<file path="src/rtl/pulse_measure_consts.svh">
`ifndef PULSE_MEASURE_CONSTS_SVH
`define PULSE_MEASURE_CONSTS_SVH

// Register indices; byte address is four times the index
`define RUN_CONTROL_INDEX        4'h0
`define MEASURE_CONTROL_INDEX    4'h1
`define POS_WIDTH_HIGH_INDEX     4'h2
`define NEG_WIDTH_HIGH_INDEX     4'h3

// Byte addresses on the register bus
`define RUN_CONTROL_ADDR         6'h00
`define MEASURE_CONTROL_ADDR     6'h04
`define POS_WIDTH_HIGH_ADDR      6'h08
`define NEG_WIDTH_HIGH_ADDR      6'h0C

// Field positions of the measure control register
`define CLOCK_SOURCE_BIT         7
`define INPUT_SELECT_HI          6
`define INPUT_SELECT_LO          5
`define EDGE_MODE_HI             4
`define EDGE_MODE_LO             3
`define DIVIDER_HI               2
`define DIVIDER_LO               0

// Field positions of the run control register
`define MODULE_ON_BIT            7
`define SOFT_RESTART_BIT         3
`define WIDTH_VALID_BIT          1

// Reset values
`define MEASURE_CONTROL_RESET    8'h00
`define WIDTH_RESET              16'h0000

// Edge mode codes
`define EDGE_FALL_FALL           2'h0
`define EDGE_RISE_BOTH           2'h1
`define EDGE_FALL_BOTH           2'h2
`define EDGE_RISE_RISE           2'h3

// Bus answers
`define RESP_OKAY                2'h0
`define RESP_SLVERR              2'h2

`endif

</file>
<file path="src/rtl/pulse_measure_pkg.sv">
package pulse_measure_pkg;

    // Measurement sequencer: waiting for the trigger edge, then capturing
    typedef enum logic [0:0] {
        WAIT_TRIGGER,
        MEASURING
    } measure_state_type;

endpackage : pulse_measure_pkg

</file>
<file path="src/rtl/pulse_measure_timer.sv">
`timescale 1ns/1ps
`default_nettype none
`include "pulse_measure_consts.svh"

// What this block does
// - Bit 7 picks module or alternative clock
// - Bits 6-5 route one of four inputs
// - Mode 00: fall trigger, capture falls
// - Mode 01: rise trigger, capture both edges
// - Mode 10: fall trigger, capture both edges
// - Mode 11: rise trigger, capture rises
// - Three-bit code divides clock by 1..128
// - Control byte at index 1, resets zero
// - Positive width high byte at index 2
// - Trigger clears counter; capture copies, restarts
// - Falling captures positive, rising captures negative
module pulse_measure_timer
    import pulse_measure_pkg::*;
#(
    parameter int WIDTH_BITS = 16
) (
    // Clock and reset
    input  wire logic        aclk,
    input  wire logic        aresetn,
    // Measured party
    input  wire logic [3:0]  measured_input,
    input  wire logic        alt_clock,
    // AXI4-Lite write address
    input  wire logic [5:0]  awaddr,
    input  wire logic        awvalid,
    output var  logic        awready,
    // AXI4-Lite write data
    input  wire logic [31:0] wdata,
    input  wire logic [3:0]  wstrb,
    input  wire logic        wvalid,
    output var  logic        wready,
    // AXI4-Lite write response
    output var  logic [1:0]  bresp,
    output var  logic        bvalid,
    input  wire logic        bready,
    // AXI4-Lite read address
    input  wire logic [5:0]  araddr,
    input  wire logic        arvalid,
    output var  logic        arready,
    // AXI4-Lite read data
    output var  logic [31:0] rdata,
    output var  logic [1:0]  rresp,
    output var  logic        rvalid,
    input  wire logic        rready
);

    ////////////////////////////////////////////////////////////////////////////
    // Declarations

    logic [7:0]              control_r;      // Measure control byte
    logic                    module_on_r;    // Counter enable
    logic                    restart_r;      // One-cycle soft restart pulse
    logic                    valid_r;        // Width valid flag
    logic [WIDTH_BITS-1:0]   counter_r;      // Measurement counter
    logic [6:0]              prescale_r;     // Prescaler count
    logic [WIDTH_BITS-1:0]   pos_width_r;    // Captured positive width
    logic [WIDTH_BITS-1:0]   neg_width_r;    // Captured negative width
    logic                    sample_r;       // Selected input, registered
    logic                    sample_old_r;   // Previous sample
    logic                    alt_r;          // Registered alternative clock
    logic                    alt_old_r;      // Previous alternative clock
    measure_state_type       state_r;        // Sequencer state
    measure_state_type       state_nxt;
    logic                    awready_r;      // Write address taken pulse
    logic                    wready_r;       // Write data taken pulse
    logic                    bvalid_r;       // Write answer pending
    logic                    arready_r;      // Read address taken pulse
    logic                    rvalid_r;       // Read answer pending
    logic [1:0]              bresp_r;        // Write answer code
    logic [1:0]              rresp_r;        // Read answer code
    logic [31:0]             rdata_r;        // Read answer word

    ////////////////////////////////////////////////////////////////////////////
    // Field decode

    // Fields act straight from the control byte. Changing the edge mode
    // while running leaves the sequencer in whatever state it was in, so
    // software is expected to restart the module after a mode change.
    // Input select and divider take effect on the next cycle; a change
    // of input select while measuring may itself look like an edge.
    wire [1:0] edge_mode  = control_r[`EDGE_MODE_HI:`EDGE_MODE_LO];
    wire [1:0] input_sel  = control_r[`INPUT_SELECT_HI:`INPUT_SELECT_LO];
    wire [2:0] divider    = control_r[`DIVIDER_HI:`DIVIDER_LO];
    wire       use_alt    = control_r[`CLOCK_SOURCE_BIT];

    // Chosen input
    // Unselected lanes are ignored entirely; only the picked lane reaches
    // the two sampling flops. Edges are found one cycle after the first
    // flop, so a level must stand at least one clock to be seen at all.
    wire       input_pick = measured_input[input_sel];
    wire       rise       = sample_r & ~sample_old_r;
    wire       fall       = ~sample_r & sample_old_r;

    // Trigger on rising edge for modes 01 and 11, else falling
    // The trigger edge only arms the sequencer and zeroes the counter and prescaler.
    // Every qualifying edge after it is a capture edge. Only one of
    // rise and fall can be true in a cycle, so a capture always lands
    // in exactly one of the two width registers.
    wire       trig_rise  = edge_mode[0];
    wire       trig_edge  = trig_rise ? rise : fall;
    // Falling captures in modes 00, 01, 10; rising in 01, 10, 11
    wire       cap_fall   = fall & (edge_mode != `EDGE_RISE_RISE);
    wire       cap_rise   = rise & (edge_mode != `EDGE_FALL_FALL);
    wire       capture    = (state_r == MEASURING) & (cap_fall | cap_rise);
    wire       trigger    = (state_r == WAIT_TRIGGER) & trig_edge;
    wire       restart    = restart_r | ~module_on_r;

    // Source tick: every cycle on module clock, alt rising edge otherwise
    // The alternative clock is sampled by the bus clock, so it must run
    // at no more than half the bus rate or rising edges will be lost. Its edge
    // is found on registered copies, which costs one cycle of latency
    // but keeps the tick a single clean cycle wide.
    wire       src_tick   = use_alt ? (alt_r & ~alt_old_r) : 1'b1;
    // Prescaler wraps at 2**divider - 1
    wire [6:0] pre_mask   = 7'(({7'h00, 1'b1} << divider) - 8'h01);
    wire       div_tick   = src_tick & ((prescale_r & pre_mask) == pre_mask);

    // Register bus decode
    // A write is taken only when address and data are both offered and
    // no earlier answer is still pending; the master may offer them in
    // any order and the slave simply waits for the pair. Reads are
    // independent of writes and may overlap them. Only byte lane 0
    // carries register data; a write with that strobe low changes nothing.
    wire       wr_go      = awvalid & wvalid & ~awready_r & ~bvalid_r;
    wire       rd_go      = arvalid & ~arready_r & ~rvalid_r;
    wire       wr_run     = wr_go & (awaddr == `RUN_CONTROL_ADDR) & wstrb[0];
    wire       wr_ctrl    = wr_go & (awaddr == `MEASURE_CONTROL_ADDR) & wstrb[0];
    wire       wr_hit     = (awaddr == `RUN_CONTROL_ADDR) | (awaddr == `MEASURE_CONTROL_ADDR);
    wire       valid_clr  = wr_run & valid_r & ~wdata[`WIDTH_VALID_BIT];
    wire [7:0] run_view   = {module_on_r, 5'h00, valid_r, 1'b0};
    wire [7:0] rd_byte;
    wire       rd_hit;

    // Read mux; soft restart always reads zero
    // Width registers show only their high byte here. Unmapped places
    // read as zero and are answered with an error code.
    assign rd_hit  = (araddr == `RUN_CONTROL_ADDR) | (araddr == `MEASURE_CONTROL_ADDR) |
                     (araddr == `POS_WIDTH_HIGH_ADDR) | (araddr == `NEG_WIDTH_HIGH_ADDR);
    assign rd_byte = (araddr == `RUN_CONTROL_ADDR)     ? run_view :
                     (araddr == `MEASURE_CONTROL_ADDR) ? control_r :
                     (araddr == `POS_WIDTH_HIGH_ADDR)  ? pos_width_r[15:8] :
                     (araddr == `NEG_WIDTH_HIGH_ADDR)  ? neg_width_r[15:8] : 8'h00;

    ////////////////////////////////////////////////////////////////////////////
    // Control registers

    // Measure control byte, all zero after reset
    // Every field is plain read and write, so software gets back exactly
    // what it last wrote.
    always_ff @(posedge aclk) begin
        if (!aresetn) begin
            control_r <= `MEASURE_CONTROL_RESET;
        end else if (wr_ctrl) begin
            control_r <= wdata[7:0];
        end
    end

    // Run control: enable, restart pulse, valid flag (set wins over clear)
    // The restart bit is never stored: it becomes a one-cycle pulse and
    // reads back as zero. Letting a capture beat a clear in the same cycle
    // means software can never lose notice of a fresh width. Turning the
    // module off holds the whole measurement path in restart.
    always_ff @(posedge aclk) begin
        if (!aresetn) begin
            module_on_r <= 1'b0;
            restart_r   <= 1'b0;
            valid_r     <= 1'b0;
        end else begin
            if (wr_run) begin
                module_on_r <= wdata[`MODULE_ON_BIT];
            end
            restart_r <= wr_run & wdata[`SOFT_RESTART_BIT];
            if (capture) begin
                valid_r <= 1'b1;
            end else if (valid_clr | restart) begin
                valid_r <= 1'b0;
            end
        end
    end

    ////////////////////////////////////////////////////////////////////////////
    // Input sampling

    // Register selected input and alternative clock for edge finding
    // Both inputs are taken as synchronous to the bus clock; the flops
    // here find edges and are not meant as metastability guards.
    // Sample flops reset low to match the idle level of the lanes.
    always_ff @(posedge aclk) begin
        if (!aresetn) begin
            sample_r     <= 1'b0;
            sample_old_r <= 1'b0;
            alt_r        <= 1'b0;
            alt_old_r    <= 1'b0;
        end else begin
            sample_r     <= input_pick;
            sample_old_r <= sample_r;
            alt_r        <= alt_clock;
            alt_old_r    <= alt_r;
        end
    end

    ////////////////////////////////////////////////////////////////////////////
    // Sequencer

    // Restart sends the sequencer back to await the trigger edge
    // Once measuring, the sequencer stays there until restart; every
    // later qualifying edge is a capture, never a new trigger.
    always_comb begin
        state_nxt = state_r;
        case (state_r)
            WAIT_TRIGGER: begin
                if (trigger) begin
                    state_nxt = MEASURING;
                end
            end
            MEASURING: begin
                state_nxt = MEASURING;
            end
            default: begin
                state_nxt = WAIT_TRIGGER;
            end
        endcase
        if (restart) begin
            state_nxt = WAIT_TRIGGER;
        end
    end

    always_ff @(posedge aclk) begin
        if (!aresetn) begin
            state_r <= WAIT_TRIGGER;
        end else begin
            state_r <= state_nxt;
        end
    end

    ////////////////////////////////////////////////////////////////////////////
    // Counter and prescaler

    // Trigger and capture both zero counter and prescaler
    // The counter is free running and simply wraps if no edge comes for
    // a long time; no overflow is reported by this block. Zeroing the
    // prescaler too means every width starts on a whole divided tick.
    // The counter holds while the chosen source gives no tick.
    always_ff @(posedge aclk) begin
        if (!aresetn || restart || trigger || capture) begin
            counter_r  <= `WIDTH_RESET;
            prescale_r <= 7'h00;
        end else begin
            if (src_tick) begin
                prescale_r <= div_tick ? 7'h00 : prescale_r + 7'h01;
            end
            if (div_tick) begin
                counter_r <= counter_r + 1'b1;
            end
        end
    end

    // Falling captures are positive width, rising are negative
    // The counter value taken is that of the capture cycle, before it
    // is zeroed; widths keep their value across restarts.
    always_ff @(posedge aclk) begin
        if (!aresetn) begin
            pos_width_r <= `WIDTH_RESET;
            neg_width_r <= `WIDTH_RESET;
        end else if (capture) begin
            if (cap_fall) begin
                pos_width_r <= counter_r;
            end else begin
                neg_width_r <= counter_r;
            end
        end
    end

    ////////////////////////////////////////////////////////////////////////////
    // AXI4-Lite slave

    // Write: take address and data together, answer one cycle later
    // The ready pulses and the answer rise on the same edge; the answer
    // then stands until the master accepts it, and no new write is taken
    // while it stands.
    always_ff @(posedge aclk) begin
        if (!aresetn) begin
            awready_r <= 1'b0;
            wready_r  <= 1'b0;
            bvalid_r  <= 1'b0;
            bresp_r   <= `RESP_OKAY;
        end else begin
            awready_r <= wr_go;
            wready_r  <= wr_go;
            if (wr_go) begin
                bvalid_r <= 1'b1;
                bresp_r  <= wr_hit ? `RESP_OKAY : `RESP_SLVERR;
            end else if (bready) begin
                bvalid_r <= 1'b0;
            end
        end
    end

    // Read: latch data with the address handshake
    // Data are frozen when the read is taken, so the word stays steady
    // however long the master waits to accept it.
    always_ff @(posedge aclk) begin
        if (!aresetn) begin
            arready_r <= 1'b0;
            rvalid_r  <= 1'b0;
            rdata_r   <= 32'h0000_0000;
            rresp_r   <= `RESP_OKAY;
        end else begin
            arready_r <= rd_go;
            if (rd_go) begin
                rvalid_r <= 1'b1;
                rdata_r  <= {24'h000000, rd_byte};
                rresp_r  <= rd_hit ? `RESP_OKAY : `RESP_SLVERR;
            end else if (rready) begin
                rvalid_r <= 1'b0;
            end
        end
    end

    assign awready = awready_r;
    assign wready  = wready_r;
    assign bvalid  = bvalid_r;
    assign bresp   = bresp_r;
    assign arready = arready_r;
    assign rvalid  = rvalid_r;
    assign rdata   = rdata_r;
    assign rresp   = rresp_r;

endmodule : pulse_measure_timer

`default_nettype wire

</file>
<file path="config.mk">
export PLATFORM = sky130hd
export DESIGN_NAME = pulse_measure_timer
export DESIGN_NICKNAME = d
export VERILOG_FILES = /design/src/rtl/pulse_measure_pkg.sv /design/src/rtl/pulse_measure_timer.sv
export VERILOG_INCLUDE_DIRS = /design/src /design/src/rtl
export SDC_FILE = /design/constraint.sdc
export NUM_CORES = 1
export LEC_CHECK = 0
export BUFFER_PORTS_ARGS = -buffer_cell sky130_fd_sc_hd__buf_2
export CAP_MARGIN = 20
export CORE_MARGIN = 2
export CORE_UTILIZATION = 35
export CTS_BUF_LIST = sky130_fd_sc_hd__clkbuf_2 sky130_fd_sc_hd__clkbuf_4 sky130_fd_sc_hd__clkbuf_8
export DETAILED_ROUTE_END_ITERATION = 16
export HOLD_SLACK_MARGIN = 0.12
export PLACE_DENSITY = 0.62
export SETUP_SLACK_MARGIN = 0.02
export SLEW_MARGIN = 10
export SYNTH_ARGS = -nofsm -noshare
export SYNTH_HDL_FRONTEND = slang
export SYNTH_SLANG_ARGS = --single-unit
export TNS_END_PERCENT = 30
</file>
<file path="constraint.sdc">
create_clock -name aclk -period 1.8 [get_ports aclk]
set_input_delay 0.27 -clock aclk [delete_from_list [all_inputs] [get_ports aclk]]
set_output_delay 0.27 -clock aclk [all_outputs]
set_load 0.01 [all_outputs]
</file>
==> flow_metrics.env, run 1 <==
export IMPL_critPathLaunchType="flip-flop"
export IMPL_finalSetupTns_ns=-0.0143
export IMPL_min_path_cells=2
export IMPL_cts_hold_buf=0
export IMPL_wire_per_inst_um=13.5
export IMPL_antenna_found_initial=0
export IMPL_min_period_ns=1.81
export IMPL_dpl_cell_count=535
export IMPL_root_buffer="clkbuf_8"
export IMPL_synth_seq_cells=69
export IMPL_rr_startpoint="prescale_r[5]$_SDFFE_PP0P_"
export IMPL_first_global_vias=2589
export IMPL_grt_setup_unrepaired="true"
export IMPL_grt_ovfl_total=0
export IMPL_crit_buf_inv=1
export IMPL_grt_pass1_wl_um=12200
export IMPL_drive_gt1_share_pct=28.3
export IMPL_die_y_um=101
export IMPL_crit_family="compound AO/OA/AOI/OAI gates"
export IMPL_synthCells=366
export IMPL_start_util_pct=35.6
export IMPL_dr_pass1_iters=4
export IMPL_cts_buffers=9
export IMPL_via_count=2773
export IMPL_violations="negative setup slack"
export IMPL_grt_start_max_net_pins=36
export IMPL_syn_area_um2=3260
export IMPL_htreeDepth=3
export IMPL_cts_clk_slew_worst_paths_ns=0.08
export IMPL_slowest_delay_ns=0.51
export IMPL_cp_arrival_ns=2.11
export IMPL_syn_area_per_cell_um2=8.91
export IMPL_cts_tree="yes"
export IMPL_vias_per_cell=5.01
export IMPL_end_kind="flip-flop"
export IMPL_globalplace_congestion=0.855
export IMPL_synth_ff_type="dfxtp_1"
export IMPL_final_cells=553
export IMPL_area_growth_syn_to_layout_pct=22.9
export IMPL_crit_required_ns=2.09
export IMPL_yosys_area_top_type_share_pct=42.3
export IMPL_drtIter0Drc=124
export IMPL_io_buffers=47
export IMPL_row_count=35
export IMPL_min_from="alt_clock"
export IMPL_r2r_slack_ns=-0.01
export IMPL_place_hpwl_um=5230
export IMPL_path_cells="nand2_2 > a21o_1 > a221o_1 > buf_12 > or4_4 > a21oi_2"
export IMPL_rr_endpoint="counter_r[4]$_SDFFE_PP0P_"
export IMPL_final_common_cell="dfxtp_1"
export IMPL_routed_wirelength_um=7480
export IMPL_grtUsageTotal_pct=15.3
export IMPL_final_util_pct=43.8
export IMPL_fin_crit_sh_pct=101
export IMPL_synth_largest_area_cell="dfxtp_1"
export IMPL_finalNetCount=499
export IMPL_ys_seq_area_share_pct=42.3
export IMPL_status="finished, violations left"
export IMPL_holdPathEnd="alt_r$_SDFF_PN0_"
export IMPL_fmax_mhz=551
export IMPL_worstSkewPairLatency_ns=0.36
export IMPL_fillers=897
export IMPL_core_um2=9150
export IMPL_dieArea_um2=10100
export IMPL_yosysWarnings=0
export IMPL_clock_sinks=69
export IMPL_cap_violations=0
export IMPL_antenna_left=0
export IMPL_clockBufferDepth=2
export IMPL_place_ws_ns=-0.0904
export IMPL_finalSetupViolCount=1
export IMPL_powerDensity_nw_per_um2=778
export IMPL_pin_count=101
export IMPL_crit_type="flip-flop to flip-flop"
export IMPL_max_vdd_ir_drop_mv=0.355
export IMPL_cp_max_fo=18
export IMPL_hold_viol_final=0
export IMPL_ys_types=46
export IMPL_final_cell_mix="62 x dfxtp_1, 47 x nor2_1, 47 x buf_2, 30 x a21oi_1, 30 x buf_4"
export IMPL_die_w_um=101
export IMPL_synthArstFlopShare_pct=0
export IMPL_worstHoldPathType="primary input to flip-flop"
export IMPL_timing_final_ws_setup_ns=-0.0143
export IMPL_synth_edff_count=0
export IMPL_skew_ns=0.0152
export IMPL_slowest_stage="or4_4"
export IMPL_netlist_top_cells_area="dfxtp_1 42%, mux2i_1 7.4%, buf_4 6.2%, nor2_1 5.5%, a21oi_1 4.9%"
export IMPL_drc=0
export IMPL_r2r_cells=6
export IMPL_n_antenna_cell=0
export IMPL_slew_viol_final=0
export IMPL_leakagePower_uw=0.00165
==> metal layers <==
metal  global-route usage [%]  share of wire (%)  wire length, µm  vias up
met5                        0                  0                0        -
met4                     6.74                2.0              151        0
met3                     3.33                4.4              329       15
met2                     24.9                 47             3520       64
met1                     19.5                 47             3480     1303
li1                         -                  -                -     1391
==> final cells by class <==
cell class	count	area (µm²)	area share (%)
clock inverter	7	98.8	2.46
multi-input combinational	270	1720	43.0
timing repair buffer	79	505	12.6
tap	111	139	3.46
inverter	8	30.0	0.749
sequential	69	1390	34.7
clock buffer	9	124	3.09
==> flip-flops by register name (all words and copies together), names as in the netlist, 7 cells and up <==
register	count
control_r	8
prescale_r	7
neg_width_r	8
rdata	8
pos_width_r	8
counter_r	16
==> Yosys cell counts (2+ instances only) <==
cell type / number
xnor2_1: 2
xor2_1: 2
nand2_1: 25
mux2i_1: 24
nor2b_1: 4
a21boi_0: 2
inv_1: 8
buf_1: 3
and3_1: 2
nand4bb_1: 2
mux2_2: 6
a21oi_1: 32
nor3_1: 3
dfxtp_1: 69
and2_1: 7
or4_1: 12
nand2b_1: 5
nand3_1: 7
nand4_1: 6
clkbuf_1: 13
nor2_1: 48
o211ai_1: 3
buf_4: 27
ha_1: 2
or3_1: 3
o21ai_0: 7
a211oi_1: 2
a22oi_1: 6
mux4_2: 3
o31ai_1: 15
==> per-stage QoR <==
step / instance area (µm²) / hold slack, ns / power (µW)
floorplan: 3360 / 0.392 / 1710
global placement: 3700 / 0.440 / 1730
CTS: 3940 / 0.130 / 3140
detailed placement: 3700 / 0.444 / 1730
global route: 4010 / 0.145 / 3240
finish: 4010 / 0.141 / 3120
==> cell families (layout without fill, tap and decap cells) <==
logic type / Yosys count / after routing / share of synthesized area, %
simple gates: 135 / 135 / 21.6
xor+xnor: 4 / 4 / 1.07
buf+inv: 52 / 103 / 9.32
flops: 69 / 69 / 42.3
other cells: 1 / 26 / 0.115
mux: 33 / 33 / 11.5
fa+ha+maj: 2 / 2 / 0.767
compound gates: 70 / 70 / 13.2
==> power by group <==
group / internal, µW / leakage (µW) / switching (µW)
Sequential: 1540 / 0.000561 / 8.12
Combinational: 58.9 / 0.000993 / 91.7
Clock: 784 / 0.0000981 / 638
==> repair_timing <==
| item | in CTS | in global routing |
|---|---|---|
| resized for setup | 8 | 12 |
| buffers inserted | 0 | 1 |
| pin swaps | 16 | 2 |
| gates cloned | 0 | 1 |
| setup endpoints to repair | 17 | 15 |
==> how the worst max path moves through the flow <==
stage / start / endpoint / slack [ns] / cells past startpoint
6_report: prescale_r[5]$_SDFFE_PP0P_ / counter_r[4]$_SDFFE_PP0P_ / -0.01 / 6
5_1_grt: prescale_r[4]$_SDFFE_PP0P_ / counter_r[9]$_SDFFE_PP0P_ / -0.07 / 6
2_1_floorplan: prescale_r[4]$_SDFFE_PP0P_ / counter_r[11]$_SDFFE_PP0P_ / 0.003 / 6
3_5_place_dp: prescale_r[1]$_SDFFE_PP0P_ / prescale_r[4]$_SDFFE_PP0P_ / -0.09 / 6
4_1_cts: prescale_r[5]$_SDFFE_PP0P_ / counter_r[4]$_SDFFE_PP0P_ / -0.04 / 6
3_3_place_gp: prescale_r[5]$_SDFFE_PP0P_ / prescale_r[3]$_SDFFE_PP0P_ / -0.02 / 6
No activity file was read; power rests on OpenSTA's default activity.
==> run 2: changes to the inputs <==
==> constraint.sdc (replaced) <==
create_clock -name aclk -period 1.8 [get_ports aclk]
set_input_delay 0.36 -clock aclk [delete_from_list [all_inputs] [get_ports aclk]]
set_output_delay 0.36 -clock aclk [all_outputs]
set_load 0.01 [all_outputs]
==> run 2 against run 1 <==
Effect of this change:
- the run still ends with negative setup slack left
- die area did not move
- clock-buffer cell count did not move
- clock skew fell by 0.0036 ns
- sequential share of layout area fell by 0.25 points
- combinational power barely moved
- critical path type unchanged
- largest cell class unchanged
- largest power group unchanged
- highest routed layer unchanged
==> flow_metrics.env, run 2 (synthesis results as in run 1) <==
export IMPL_fin_crit_sh_pct=104
export IMPL_r2r_slack_ns=-0.06
export IMPL_drtIter0Drc=75
export IMPL_final_area_um2=4040
export IMPL_whs_ns=0.216
export IMPL_min_period_ns=1.86
export IMPL_drive_gt1_share_pct=29.9
export IMPL_fillers=886
export IMPL_slew_viol_final=0
export IMPL_dr_pass1_iters=4
export IMPL_worstSkewPairLatency_ns=0.35
export IMPL_grt_pass1_wl_um=12600
export IMPL_min_path_cells=2
export IMPL_min_from="alt_clock"
export IMPL_place_area_um2=3700
export IMPL_place_ws_ns=-0.0649
export IMPL_htreeDepth=3
export IMPL_finalSetupViolCount=8
export IMPL_io_buffers=47
export IMPL_fmax_mhz=536
export IMPL_largest_register="counter_r"
export IMPL_area_growth_syn_to_layout_pct=23.8
export IMPL_drc=0
export IMPL_p_clk_share_pct=45.2
export IMPL_cts_clk_slew_worst_paths_ns=0.08
export IMPL_grt_ovfl_total=0
export IMPL_cts_hold_buf=0
export IMPL_rr_startpoint="prescale_r[5]$_SDFFE_PP0P_"
export IMPL_start_util_pct=35.6
export IMPL_violations="negative setup slack"
export IMPL_leakagePower_uw=0.00165
export IMPL_clock_sinks=69
export IMPL_grt_setup_unrepaired="true"
export IMPL_timing_final_ws_setup_ns=-0.0643
export IMPL_largest_register_ffs=16
export IMPL_final_cell_mix="62 x dfxtp_1, 47 x nor2_1, 47 x buf_2, 30 x a21oi_1, 30 x buf_4"
export IMPL_rr_endpoint="counter_r[9]$_SDFFE_PP0P_"
export IMPL_skew_ns=0.0116
export IMPL_hold_viol_final=0
export IMPL_globalplace_congestion=0.830
export IMPL_met1_usage_pct=20.2
export IMPL_vias_per_cell=5.00
export IMPL_place_hpwl_um=5300
export IMPL_crit_type="flip-flop to flip-flop"
export IMPL_netSwitchingPower_uw=718
export IMPL_first_global_vias=2684
export IMPL_antenna_left=0
export IMPL_holdPathEnd="alt_r$_SDFF_PN0_"
export IMPL_cp_max_fo=17
export IMPL_grt_busiest_layer="met2"
export IMPL_combPwrFrac_pct=4.9
export IMPL_grt_start_max_net_pins=23
export IMPL_antenna_found_initial=0
export IMPL_tightest_slew_ns=0.498
export IMPL_grtUsageTotal_pct=15.9
export IMPL_critPathLaunchType="flip-flop"
export IMPL_worstHoldPathType="primary input to flip-flop"
export IMPL_r2r_cells=6
export IMPL_pin_count=101
export IMPL_die_y_um=101
export IMPL_finalNetCount=498
export IMPL_crit_required_ns=2.08
export IMPL_clockBufferDepth=2
export IMPL_die_w_um=101
export IMPL_row_count=35
export IMPL_cap_violations=0
export IMPL_routed_wirelength_um=7650
export IMPL_max_vdd_ir_drop_mv=0.381
export IMPL_dieArea_um2=10100
export IMPL_n_antenna_cell=0
export IMPL_use_met3_pct=3.74
export IMPL_power_share_sequential_pct=49.9
export IMPL_powerDensity_nw_per_um2=768
export IMPL_grt_util_met2_pct=26.5
export IMPL_root_buffer="clkbuf_8"
export IMPL_end_kind="flip-flop"
export IMPL_cp_arrival_ns=2.14
export IMPL_p_int_uw=2380
export IMPL_via_count=2758
export IMPL_final_common_cell="dfxtp_1"
export IMPL_status="finished, violations left"
export IMPL_cts_buffers=9
export IMPL_switching_share_pct=23.1
export IMPL_slew_headroom_pct=66.7
export IMPL_cts_tree="yes"
export IMPL_wire_per_inst_um=13.9
export IMPL_core_um2=9150
-- run 2: cell types whose count changed in the layout (fill, tap and decap cells not counted), sizes merged --
| cell | before | now |
|---|---|---|
| inv | 9 | 10 |
| clkbuf | 10 | 9 |
| clkinvlp | 4 | 2 |
| clkinv | 0 | 1 |
-- run 2: through the flow --
step	cells	TNS, ns	util [%]	power (µW)
after floorplan	391	0	-	1710
after global placement	534	-0.00194	40.5	1730
after detailed placement	534	-0.550	40.5	1740
after CTS	553	-0.356	43.7	3140
after global routing	552	-1.04	44.1	3240
final	552	-0.295	44.1	3100
-- run 2: worst max path at each step --
stage	startpoint	endpoint	slack [ns]
floorplan	prescale_r[4]$_SDFFE_PP0P_	counter_r[11]$_SDFFE_PP0P_	0.003
global placement	prescale_r[5]$_SDFFE_PP0P_	counter_r[5]$_SDFFE_PP0P_	-0.002
detailed placement	prescale_r[0]$_SDFFE_PP0P_	counter_r[13]$_SDFFE_PP0P_	-0.06
CTS	prescale_r[4]$_SDFFE_PP0P_	counter_r[5]$_SDFFE_PP0P_	-0.05
global route	prescale_r[4]$_SDFFE_PP0P_	counter_r[9]$_SDFFE_PP0P_	-0.12
finish	prescale_r[5]$_SDFFE_PP0P_	counter_r[9]$_SDFFE_PP0P_	-0.06
-- run 2: power groups by stage --
stage	sequential, µW	clock [µW]	combinational [µW]
floorplan	1590	0	124
global placement	1580	0	151
detailed placement	1580	0	153
CTS	1550	1440	154
global route	1550	1520	172
finish	1550	1400	153
-- run 2: metal layers --
metal	routed length (µm)	vias up
li1	-	1386
met1	3550	1299
met2	3700	63
met3	295	10
met4	100	0
met5	0	-
-- run 2: worst max-delay path, cell delays in order (launching register included) --
cell and delay, ns:
dfxtp_2 0.34, nand2_2 0.06, a21o_1 0.18, a221o_1 0.37, buf_12 0.18, or4_1 0.49
a21oi_1 0.17
-- run 2: cell type report --
type	count	area, µm²	area share [%]
sequential	69	1390	34.4
multi-input combinational	270	1780	44.0
timing repair buffer	78	480	11.9
tap	111	139	3.44
inverter	8	30.0	0.743
clock buffer	9	124	3.07
clock inverter	7	97.6	2.42
-- run 2: timing repair --
item | 4_1_cts | 5_1_grt
cloned | 1 | 0
buffers inserted | 2 | 0
pin swaps | 8 | 3
resized for setup | 10 | 16
setup endpoints to repair | 12 | 18
